--- config.mk ---
export PLATFORM = sky130hd
export DESIGN_NAME = sdecc_error_log
export DESIGN_NICKNAME = d
export VERILOG_FILES = /design/src/design/sdecc_addr_queue.v /design/src/design/sdecc_error_log.v
export VERILOG_INCLUDE_DIRS = /design/src /design/src/design
export SDC_FILE = /design/constraint.sdc
export NUM_CORES = 1
export LEC_CHECK = 0
export ABC_AREA = 1
export BUFFER_PORTS_ARGS = -buffer_cell sky130_fd_sc_hd__buf_2
export CAP_MARGIN = 20
export CELL_PAD_IN_SITES_DETAIL_PLACEMENT = 2
export CELL_PAD_IN_SITES_GLOBAL_PLACEMENT = 2
export CORE_UTILIZATION = 30
export DETAILED_ROUTE_END_ITERATION = 8
export PLACE_DENSITY_LB_ADDON = 0.08
export SLEW_MARGIN = 20
export SYNTH_ARGS = -nofsm -noshare
export SYNTH_HDL_FRONTEND = slang
export SYNTH_SLANG_ARGS = --single-unit
--- constraint.sdc ---
create_clock -name hclk -period 4 [get_ports hclk]
set_input_delay 0.2 -clock hclk [delete_from_list [all_inputs] [get_ports hclk]]
set_output_delay 0.2 -clock hclk [all_outputs]
set_load 0.05 [all_outputs]
--- src/design/sdecc_defines.vh ---
`ifndef SDECC_DEFINES_VH
`define SDECC_DEFINES_VH

// register byte offsets
`define SDECC_OFF_MAP_LOW      12'h000
`define SDECC_OFF_ADDR_QUEUE   12'h004
`define SDECC_OFF_DOUBLE_LOG   12'h008
`define SDECC_OFF_MAP_HIGH     12'h00c
`define SDECC_OFF_IRQ_STATUS   12'h010
`define SDECC_OFF_IRQ_ENABLE   12'h014
`define SDECC_OFF_IRQ_CLEAR    12'h018
`define SDECC_OFF_QUEUE_LEVEL  12'h01c

// reset values
`define SDECC_RST_WORD         32'h00000000

// pop / clear command values
`define SDECC_CMD_POP_ONE      32'h00000001
`define SDECC_CMD_POP_TWO      32'h00000002
`define SDECC_CMD_CLR_DOUBLE   32'h00000001

// interrupt status bit positions
`define SDECC_IRQ_SINGLE       0
`define SDECC_IRQ_DOUBLE       1
`define SDECC_IRQ_QUEUE_FULL   2
`define SDECC_IRQ_BITS         3

// queue depth
`define SDECC_QUEUE_DEPTH      2

`endif

--- src/design/sdecc_addr_queue.v ---
`timescale 1ns/1ps
`default_nettype none
`include "sdecc_defines.vh"

// two-entry queue of burst addresses for single-bit errors
module sdecc_addr_queue #(
    parameter AW = 32
) (
    // clock and reset
    input  wire          hclk,
    input  wire          hresetn,
    input  wire          clk_en,
    // push side
    input  wire          push,
    input  wire [AW-1:0] push_addr,
    // pop side
    input  wire          pop_one,
    input  wire          pop_two,
    // state
    output wire [AW-1:0] head_addr,
    output wire [1:0]    level
);

    reg [AW-1:0] entry_r [0:1];
    reg [1:0]    level_r;
    reg [1:0]    level_nxt;
    reg [AW-1:0] e0_nxt;
    reg [AW-1:0] e1_nxt;
    reg [1:0]    lvl_tmp;

    // pops apply first, then the push lands in the freed slot
    always @* begin
        e0_nxt  = entry_r[0];
        e1_nxt  = entry_r[1];
        lvl_tmp = level_r;
        if (pop_two) begin
            lvl_tmp = 2'd0;
            e0_nxt  = {AW{1'b0}};
            e1_nxt  = {AW{1'b0}};
        end else if (pop_one && level_r != 2'd0) begin
            lvl_tmp = level_r - 2'd1;
            e0_nxt  = entry_r[1];
            e1_nxt  = {AW{1'b0}};
        end
        level_nxt = lvl_tmp;
        // a full queue keeps its entries until software pops
        if (push && lvl_tmp != 2'd2) begin
            if (lvl_tmp == 2'd0)
                e0_nxt = push_addr;
            else
                e1_nxt = push_addr;
            level_nxt = lvl_tmp + 2'd1;
        end
    end

    always @(posedge hclk or negedge hresetn) begin
        if (!hresetn) begin
            entry_r[0] <= {AW{1'b0}};
            entry_r[1] <= {AW{1'b0}};
            level_r    <= 2'd0;
        end else if (clk_en) begin
            entry_r[0] <= e0_nxt;
            entry_r[1] <= e1_nxt;
            level_r    <= level_nxt;
        end
    end

    assign head_addr = entry_r[0];
    assign level     = level_r;

endmodule
`default_nettype wire

--- src/design/sdecc_error_log.v ---
`timescale 1ns/1ps
`default_nettype none
`include "sdecc_defines.vh"

module sdecc_error_log #(
    parameter DW = 64,
    parameter AW = 32
) (
    // clock, reset, enable
    input  wire          hclk,
    input  wire          hresetn,
    input  wire          clk_en,
    // ahb-lite slave
    input  wire          hsel,
    input  wire [11:0]   haddr,
    input  wire [1:0]    htrans,
    input  wire          hwrite,
    input  wire [2:0]    hsize,
    input  wire          hready,
    input  wire [31:0]   hwdata,
    output wire [31:0]   hrdata,
    output wire          hreadyout,
    output wire          hresp,
    // ecc checker events, same clock
    input  wire          single_err,
    input  wire [DW-1:0] single_err_bits,
    input  wire          double_err,
    input  wire [AW-1:0] burst_addr,
    // interrupt
    output wire          irq
);

    localparam NB = `SDECC_IRQ_BITS;

    // offsets held at 12 bits so the word index can be sliced off
    localparam [11:0] OFF_MAP_LOW  = `SDECC_OFF_MAP_LOW;
    localparam [11:0] OFF_QUEUE    = `SDECC_OFF_ADDR_QUEUE;
    localparam [11:0] OFF_DOUBLE   = `SDECC_OFF_DOUBLE_LOG;
    localparam [11:0] OFF_MAP_HIGH = `SDECC_OFF_MAP_HIGH;
    localparam [11:0] OFF_STATUS   = `SDECC_OFF_IRQ_STATUS;
    localparam [11:0] OFF_ENABLE   = `SDECC_OFF_IRQ_ENABLE;
    localparam [11:0] OFF_CLEAR    = `SDECC_OFF_IRQ_CLEAR;
    localparam [11:0] OFF_LEVEL    = `SDECC_OFF_QUEUE_LEVEL;

    localparam [9:0]  IX_MAP_LOW   = OFF_MAP_LOW[11:2];
    localparam [9:0]  IX_QUEUE     = OFF_QUEUE[11:2];
    localparam [9:0]  IX_DOUBLE    = OFF_DOUBLE[11:2];
    localparam [9:0]  IX_MAP_HIGH  = OFF_MAP_HIGH[11:2];
    localparam [9:0]  IX_STATUS    = OFF_STATUS[11:2];
    localparam [9:0]  IX_ENABLE    = OFF_ENABLE[11:2];
    localparam [9:0]  IX_CLEAR     = OFF_CLEAR[11:2];
    localparam [9:0]  IX_LEVEL     = OFF_LEVEL[11:2];

    // bus address phase capture
    reg          wr_pend_r;
    reg [11:0]   addr_r;
    reg [31:0]   rdata_r;
    reg [31:0]   rdata_nxt;

    // register state
    reg [31:0]   map_low_r;
    reg [31:0]   map_high_r;
    reg [AW-1:0] dbl_log_r;
    reg          dbl_full_r;
    reg [NB-1:0] irq_stat_r;
    reg [NB-1:0] irq_en_r;

    // next values
    wire [31:0]   map_low_nxt;
    wire [31:0]   map_high_nxt;
    reg  [AW-1:0] dbl_log_nxt;
    reg           dbl_full_nxt;
    wire [NB-1:0] irq_stat_nxt;
    reg  [NB-1:0] irq_en_nxt;

    // per-bit set and clear requests
    wire [31:0]   set_low;
    wire [31:0]   set_high;
    wire [31:0]   clr_low;
    wire [31:0]   clr_high;
    wire [NB-1:0] irq_set;
    wire [NB-1:0] irq_clr;

    // queue side
    wire [AW-1:0] q_head;
    wire [1:0]    q_level;
    wire          q_push;
    wire          q_full_evt;

    // one word decoder shared by the read and write paths
    function hit;
        input [11:0] a;
        input [9:0]  ix;
        begin
            hit = (a[11:2] == ix);
        end
    endfunction

    // address phase qualifiers
    wire addr_ok = hsel && hready && htrans[1];
    wire rd_ok   = addr_ok && !hwrite;
    wire wr_ok   = addr_ok && hwrite;

    // read selects decode the live address
    wire rd_low  = rd_ok && hit(haddr, IX_MAP_LOW);
    wire rd_q    = rd_ok && hit(haddr, IX_QUEUE);
    wire rd_dbl  = rd_ok && hit(haddr, IX_DOUBLE);
    wire rd_high = rd_ok && hit(haddr, IX_MAP_HIGH);
    wire rd_stat = rd_ok && hit(haddr, IX_STATUS);
    wire rd_ien  = rd_ok && hit(haddr, IX_ENABLE);
    wire rd_lvl  = rd_ok && hit(haddr, IX_LEVEL);

    // write strobes decode the held address in the data phase
    wire wr_low  = wr_pend_r && hit(addr_r, IX_MAP_LOW);
    wire wr_q    = wr_pend_r && hit(addr_r, IX_QUEUE);
    wire wr_dbl  = wr_pend_r && hit(addr_r, IX_DOUBLE);
    wire wr_high = wr_pend_r && hit(addr_r, IX_MAP_HIGH);
    wire wr_en   = wr_pend_r && hit(addr_r, IX_ENABLE);
    wire wr_clr  = wr_pend_r && hit(addr_r, IX_CLEAR);

    // command values carried in the data phase
    wire pop_one = wr_q && (hwdata == `SDECC_CMD_POP_ONE);
    wire pop_two = wr_q && (hwdata == `SDECC_CMD_POP_TWO);
    wire dbl_clr = wr_dbl && (hwdata == `SDECC_CMD_CLR_DOUBLE);

    // a push that lands in the last free slot fills the queue
    assign q_push     = single_err;
    assign q_full_evt = q_push && (q_level == 2'd1) && !pop_one
                        && !pop_two;

    sdecc_addr_queue #(
        .AW (AW)
    ) sdecc_addr_queue_i (
        .hclk      (hclk),
        .hresetn   (hresetn),
        .clk_en    (clk_en),
        .push      (q_push),
        .push_addr (burst_addr),
        .pop_one   (pop_one),
        .pop_two   (pop_two),
        .head_addr (q_head),
        .level     (q_level)
    );

    always @(posedge hclk or negedge hresetn) begin
        if (!hresetn) begin
            wr_pend_r <= 1'b0;
            addr_r    <= 12'h000;
        end else if (clk_en) begin
            wr_pend_r <= wr_ok;
            if (addr_ok)
                addr_r <= haddr;
        end
    end

    // single error events set map bits; software ones clear them
    assign set_low  = {32{single_err}} & single_err_bits[31:0];
    assign set_high = {32{single_err}} & single_err_bits[63:32];
    assign clr_low  = wr_low ? hwdata : 32'h00000000;
    assign clr_high = wr_high ? hwdata : 32'h00000000;

    genvar gi;

    generate
        for (gi = 0; gi < 32; gi = gi + 1) begin : g_map
            // a set in the same cycle as its clear wins
            assign map_low_nxt[gi]  = set_low[gi] |
                                      (map_low_r[gi] & ~clr_low[gi]);
            assign map_high_nxt[gi] = set_high[gi] |
                                      (map_high_r[gi] & ~clr_high[gi]);
        end
    endgenerate

    always @(posedge hclk or negedge hresetn) begin
        if (!hresetn) begin
            map_low_r  <= `SDECC_RST_WORD;
            map_high_r <= `SDECC_RST_WORD;
        end else if (clk_en) begin
            map_low_r  <= map_low_nxt;
            map_high_r <= map_high_nxt;
        end
    end

    // only the first double error is kept until software clears it
    always @* begin
        dbl_log_nxt  = dbl_log_r;
        dbl_full_nxt = dbl_full_r;
        if (dbl_clr) begin
            dbl_log_nxt  = {AW{1'b0}};
            dbl_full_nxt = 1'b0;
        end
        // a flag, not the value, marks the log taken, so address 0 counts
        if (double_err && !dbl_full_nxt) begin
            dbl_log_nxt  = burst_addr;
            dbl_full_nxt = 1'b1;
        end
    end

    always @(posedge hclk or negedge hresetn) begin
        if (!hresetn) begin
            dbl_log_r  <= {AW{1'b0}};
            dbl_full_r <= 1'b0;
        end else if (clk_en) begin
            dbl_log_r  <= dbl_log_nxt;
            dbl_full_r <= dbl_full_nxt;
        end
    end

    // status bits are sticky; a new event beats a clear in the same cycle
    assign irq_set[`SDECC_IRQ_SINGLE]     = single_err;
    assign irq_set[`SDECC_IRQ_DOUBLE]     = double_err;
    assign irq_set[`SDECC_IRQ_QUEUE_FULL] = q_full_evt;
    assign irq_clr = wr_clr ? hwdata[NB-1:0] : {NB{1'b0}};

    generate
        for (gi = 0; gi < NB; gi = gi + 1) begin : g_irq
            assign irq_stat_nxt[gi] = irq_set[gi] |
                                      (irq_stat_r[gi] & ~irq_clr[gi]);
        end
    endgenerate

    always @* begin
        irq_en_nxt = irq_en_r;
        if (wr_en)
            irq_en_nxt = hwdata[NB-1:0];
    end

    always @(posedge hclk or negedge hresetn) begin
        if (!hresetn) begin
            irq_stat_r <= {NB{1'b0}};
            irq_en_r   <= {NB{1'b0}};
        end else if (clk_en) begin
            irq_stat_r <= irq_stat_nxt;
            irq_en_r   <= irq_en_nxt;
        end
    end

    // read data is taken in the address phase and stands in the data phase
    always @* begin
        rdata_nxt = 32'h00000000;
        if (rd_low)
            rdata_nxt = map_low_r;
        if (rd_q)
            rdata_nxt = q_head;
        if (rd_dbl)
            rdata_nxt = dbl_log_r;
        if (rd_high)
            rdata_nxt = map_high_r;
        if (rd_stat)
            rdata_nxt = {{(32-NB){1'b0}}, irq_stat_r};
        if (rd_ien)
            rdata_nxt = {{(32-NB){1'b0}}, irq_en_r};
        if (rd_lvl)
            rdata_nxt = {30'h0, q_level};
    end

    always @(posedge hclk or negedge hresetn) begin
        if (!hresetn)
            rdata_r <= 32'h00000000;
        else if (clk_en && rd_ok)
            rdata_r <= rdata_nxt;
    end

    assign hrdata    = rdata_r;
    assign hreadyout = 1'b1;
    assign hresp     = 1'b0;
    assign irq       = |(irq_stat_r & irq_en_r);

endmodule
`default_nettype wire

; ---- Yosys cells after proc, flatten, opt, wreduce, memory -nomap -nowiden
; Cells that the tools add are included.
[totals]
elab_cells = 298
in_bits = 153
ff_bits = 214
[op_classes]
n_eq_ne = 15
n_addsub = 2
reduce_logical = 40
bitwise = 204
muxes = 25
[op_table]
columns = operator, n
row1 = $mux 32, 19
row2 = $and 1x1->1, 67
row3 = $not 1->1, 67
row4 = $or 1x1->1, 67
row5 = $and 32x32->32, 2
row6 = $eq 10x3->1 const B, 5
row7 = $eq 10x2->1 const B, 4
row8 = $eq 32x1->1 const B, 1
row9 = $eq 32x2->1 const B, 1
row10 = $logic_and 1x1->1, 27
row11 = $eq 10x1->1 const B, 2
row12 = $logic_not 10->1, 2
row13 = $mux 2, 3
row14 = $reduce_and 2->1, 3
row15 = $logic_not 1->1, 4
row16 = $reduce_bool 2->1, 2
row17 = $and 3x3->3, 1
row18 = $mux 3, 1
row19 = $reduce_or 3->1, 1
row20 = $add 2x1->2 const B, 1
row21 = $eq 2x1->1 const B, 1
row22 = $logic_not 2->1, 1
row23 = $mux 1, 2
row24 = $ne 2x2->1 const B, 1
row25 = $sub 2x1->2 const B, 1

; ---- Depth between registers and ports, before layout
[depth]
word_depth = 11
depth_mapped = 20
depth_no_buf = 19

; ---- Modules after synthesis
; From an unflattened synthesis, not the netlist that was laid out.
[unflattened]
hier_cells = 1546
area_unflattened_um2 = 11477.3
[by_module_without_submodules]
columns = mod, area_each_um2, cells_each, n_inst, seq_area_each_um2
row1 = sdecc_error_log, 7568.5, 996, 1, 3653.5
row2 = sdecc_addr_queue, 3908.7, 550, 1, 1651.6

; ---- Worst setup path before layout
; OpenSTA, ideal clock, no wires.
[synth_timing]
kind = flip-flop to flip-flop
from = reg addr_r[6]
to = reg sdecc_addr_queue_i.entry_r[10] in the netlist's numbering
setup_time_ns = 0.065
t_arrival_ns = 2.685
path_buffers = 2
path_slack_ns = 1.250
period_less_slack_ns = 2.750
stages_incl_launch_ff = 18
cell_sequence = dfrtp_1 > inv_2 > nand2_1 > nor2_2 > nand3_1 > nor2_1 > nand3_1 > buf_2 > nand2_1 > nand3_1 > ha_1 > nor2_2 > inv_1 > or2_2 > nor2_1 > buf_2 > nand2_1 > nand2_1
[synth_via]
elab_chain_len = 9
elab_cells_between_ends = 14
classes_between = 2 x eq/ne / 6 x mux / 6 x reduce/logical
[synth_rtl]
columns = item, line
row1 = from (decl), sdecc_error_log.v:56  ; reg [11:0] addr_r;
row2 = from (signal assigned), sdecc_error_log.v:152  ; addr_r <= haddr;
row3 = $eq 10x1->1 *, sdecc_error_log.v:95  ; hit = (a[11:2] == ix);
row4 = $logic_and 1x1->1 *, sdecc_error_log.v:115  ; wire wr_q = wr_pend_r && hit(addr_r, IX_QUEUE);
row5 = $logic_and 1x1->1, sdecc_error_log.v:122  ; wire pop_one = wr_q && (hwdata == `SDECC_CMD_POP_ONE);
row6 = $logic_and 1x1->1, sdecc_addr_queue.v:40  ; end else if (pop_one && level_r != 2'd0) begin
row7 = $mux 2, sdecc_addr_queue.v:40
row8 = $mux 2, sdecc_addr_queue.v:36  ; if (pop_two) begin
row9 = $logic_not 2->1 / $ne 2x2->1 (equally long branches), "sdecc_addr_queue.v:48, sdecc_addr_queue.v:47"
row10 = $mux 32 / $logic_and 1x1->1 (equally long branches), "sdecc_addr_queue.v:48, sdecc_addr_queue.v:47"
row11 = $mux 32 *, sdecc_addr_queue.v:47  ; if (push && lvl_tmp != 2'd2) begin
row12 = to (decl), sdecc_addr_queue.v:24  ; reg [AW-1:0] entry_r [0:1];
; Every way passes the cells marked *; elsewhere a longest branch is shown, timed or not.
; A chain may end at the register's enable or synchronous reset.

; ---- Worst setup path after layout
[layout_timing]
from = reg addr_r[8]
to = reg sdecc_addr_queue_i.entry_r[20] in the netlist's numbering
; The elaborated chain is that of the path after synthesis.

==> out/results.tsv <==
metric	value	unit
globalplace.congestion	0.823	
ctsRootBufferMaster	clkbuf_16	
vias_per_cell	5.11	
initial_core_util	0.306	
grt_pass1_vias	12990	
die-width	195	um
grt_setup_unrepaired	false	
synth_ff_type	dfrtp_1	
report.final.slew_viol_count	0	
cp_slowest_cell	nand2_2	
crit_buf_inv	4	
vias	11671	
path_delay_family	simple AND/OR/NAND/NOR gates	
area_growth	29.7	%
multi_input_area	4960	um^2
r2r_slack	530	ps
drt-initial-drc-count	484	
grt_overflow	0	
core_region_area	36700	um^2
seq_area	5310	um^2
stdcell_area	14600	um^2
clockBufferDepth	3	
cp-startpoint	addr_r[8]	
cts_tree	built	
ios	188	
ys_ff_latch	212	
fin_tns_setup	0	ps
cts.sinks	212	
wl	48.2	mm
finalHoldViolations	0	
max_freq	288	MHz
routedWlPerCell	21.1	um
slew_headroom	0.364	
min_from	hwdata[30]	
skew	12.6	ps
clk_pin_slew_worst_paths	60	ps
timing.rr.start	addr_r[8]	
postSynthAreaPerCell	7.30	um^2
antenna_found_initial	1	
syn_nets	1696	
num_rows	70	
slowest_delay	570	ps
ir_drop	285	uV
crit_top_cell	nand2_1	
route.met2.wl	23.3	mm
synthDistinctLibCells	31	
fill_cells	4325	
yosys_warnings	0	
fin_crit_sh	0.867	
synth_cells	1538	
top_layer	met5	
path_max_fanout	32	
cp-end-kind	register	
drtAntennaViolNets	0	
drive_above_1_share	0.159	
setup_viol	0	
powerDensity	468	nW/um^2
drv_cap	0	
layout_min_cycle_time	3470	ps
h-tree-depth	1	
wl_met1	21.9	mm
synthTopCellsByCount	571 x nand2_1, 212 x dfrtp_1, 131 x inv_1, 131 x nor2_1, 119 x nand3_1	
grt_pass1_wl	75.9	mm
synth-edff-count	0	
crit_arrival	3940	ps
path_cells	inv_1, nand2_1, nor2_2, nand3_1, nor2_1, nand3_1, buf_4, o21ai_1, nand2_1, inv_1, ha_1, nor2_2, inv_1, or2_2, nand3_1, nand2_2, nand2_1, nand2_1	
worstPathRequired	4470	ps
drt_pass1_iterations	4	
met3_wirelength	1.90	mm
yosys.area.top_type_share	0.473	
grt_max_degree	83	
antenna_cells	0	
hpwl	31.9	mm
portBuffers	179	
worstHoldPathType	in2reg	
worst_pin_slew	952	ps
syn_area	11200	um^2
drc	0	
worstSetupPathType	reg2reg	
ys_seq_area_frac	0.473	
async_flop_share	1.00	
synth_top_area_cell	dfrtp_1	
yosys.cell_count.top_type	nand2_1	
cts_made_buffers	27	
die_h	195	um
nNetsFinal	1953	
synthTopCellsByArea	dfrtp_1 47%, nand2_1 19%, nand3_1 5.3%	
dieArea	38200	um^2
track_usage	0.257	
start_kind	register	
outcome	finished, final reports clean	
worst_skew_pair.late_latency	530	ps
dpl_cell_area	12500	um^2
leakage	0.00709	uW
-- metal layers --
metal / track usage / up-vias
met5: 0 / -
met4: 0.0674 / 2
met3: 0.0385 / 61
met2: 0.441 / 217
met1: 0.337 / 5947
li1: - / 5444
-- cells by family (layout without fill, tap and decap cells) --
group,after synthesis,after routing,synth area share
multiplexers,3,3,0.00301
AND/OR/NAND/NOR,937,937,0.354
flip-flops,212,212,0.473
buffers and inverters,232,508,0.0879
AO/OA/AOI/OAI,147,147,0.0757
other,2,2,0.000669
adder cells (fa/ha/maj),5,5,0.00557
-- cells in the final DEF, fill, tap and decap left out --
cell type        n
buf_8            1
dlygate4sd3_1  117
clkbuf_8         9
ha_1             5
inv_1          130
clkinv_2         3
nor3_1          11
nor2_1         128
mux2_2           3
nor2_2          18
clkbuf_1         8
inv_2            6
or3_1            1
buf_12           1
a21boi_2         1
bufinv_16        2
o21ai_0         78
nand4_1         78
nand3_2          7
nor2_4           3
buf_4           26
clkbuf_16       27
dfrtp_1        212
clkinv_1         1
o21ai_1          1
or2_2            1
nand2_4          1
nand2_2          2
buf_2          177
nand3_1        116
a21oi_1         37
o2111ai_1       29
a22oi_1          1
nand2_1        571
conb_1           2
-- flip-flops by register name (all words and copies together), names as in the netlist --
name                          count
dbl_log_r                        32
hrdata                           32
map_high_r                       32
map_low_r                        32
sdecc_addr_queue_i.entry_r       32
sdecc_addr_queue_i.head_addr     32
addr_r                           10
irq_en_r                          3
irq_stat_r                        3
sdecc_addr_queue_i.level          2
dbl_full_r                        1
wr_pend_r                         1
-- through the flow --
stage | util | power, uW | hold WS, ps | worst slack, ps | cells
3_5_place_dp | 0.340 | 4240 | 270 | 402 | 2117
4_1_cts | 0.397 | 6880 | 0.804 | 504 | 2282
3_3_place_gp | 0.340 | 4140 | 277 | 514 | 2117
2_1_floorplan | - | 3640 | -95.6 | 1250 | 1538
6_report | 0.397 | 6810 | 11.6 | 533 | 2282
5_1_grt | 0.397 | 7190 | 30.7 | 136 | 2282
-- final cells by class --
| class | count | share of cell area |
|---|---|---|
| Clock buffer | 44 | 0.0570 |
| Clock inverter | 4 | 0.00481 |
| Inverter | 138 | 0.0357 |
| Multi-Input combinational cell | 1094 | 0.341 |
| Sequential cell | 212 | 0.365 |
| Tap cell | 468 | 0.0402 |
| Timing Repair Buffer | 322 | 0.157 |
-- where the power goes --
part           leakage (uW)  switching, uW  internal, uW  total [uW]
clock              0.000443            991          1530        2520
combinational       0.00426            990           504        1490
sequential          0.00238            256          2540        2800
-- worst min-delay path, cell delays in order --
cell     delay [ps]
buf_2           100
nand2_1          60
o21ai_0          90
nand2_1          60
-- worst paths after layout --
kind,endpoint,cells after the start
min reg2reg,sdecc_addr_queue_i.entry_r[19],2
max in group asynchronous,dbl_log_r[6],3
max,sdecc_addr_queue_i.entry_r[20],18
max reg2reg,sdecc_addr_queue_i.entry_r[20],18
min in group asynchronous,addr_r[8],2
min,map_high_r[30],4
-- what timing repair did --
action,CTS,global route
hold buffers,117,0
gates resized for setup,0,0
buffers inserted,0,0
hold endpoints to repair,219,0
Note: power is estimated with default switching activity, not from simulation.
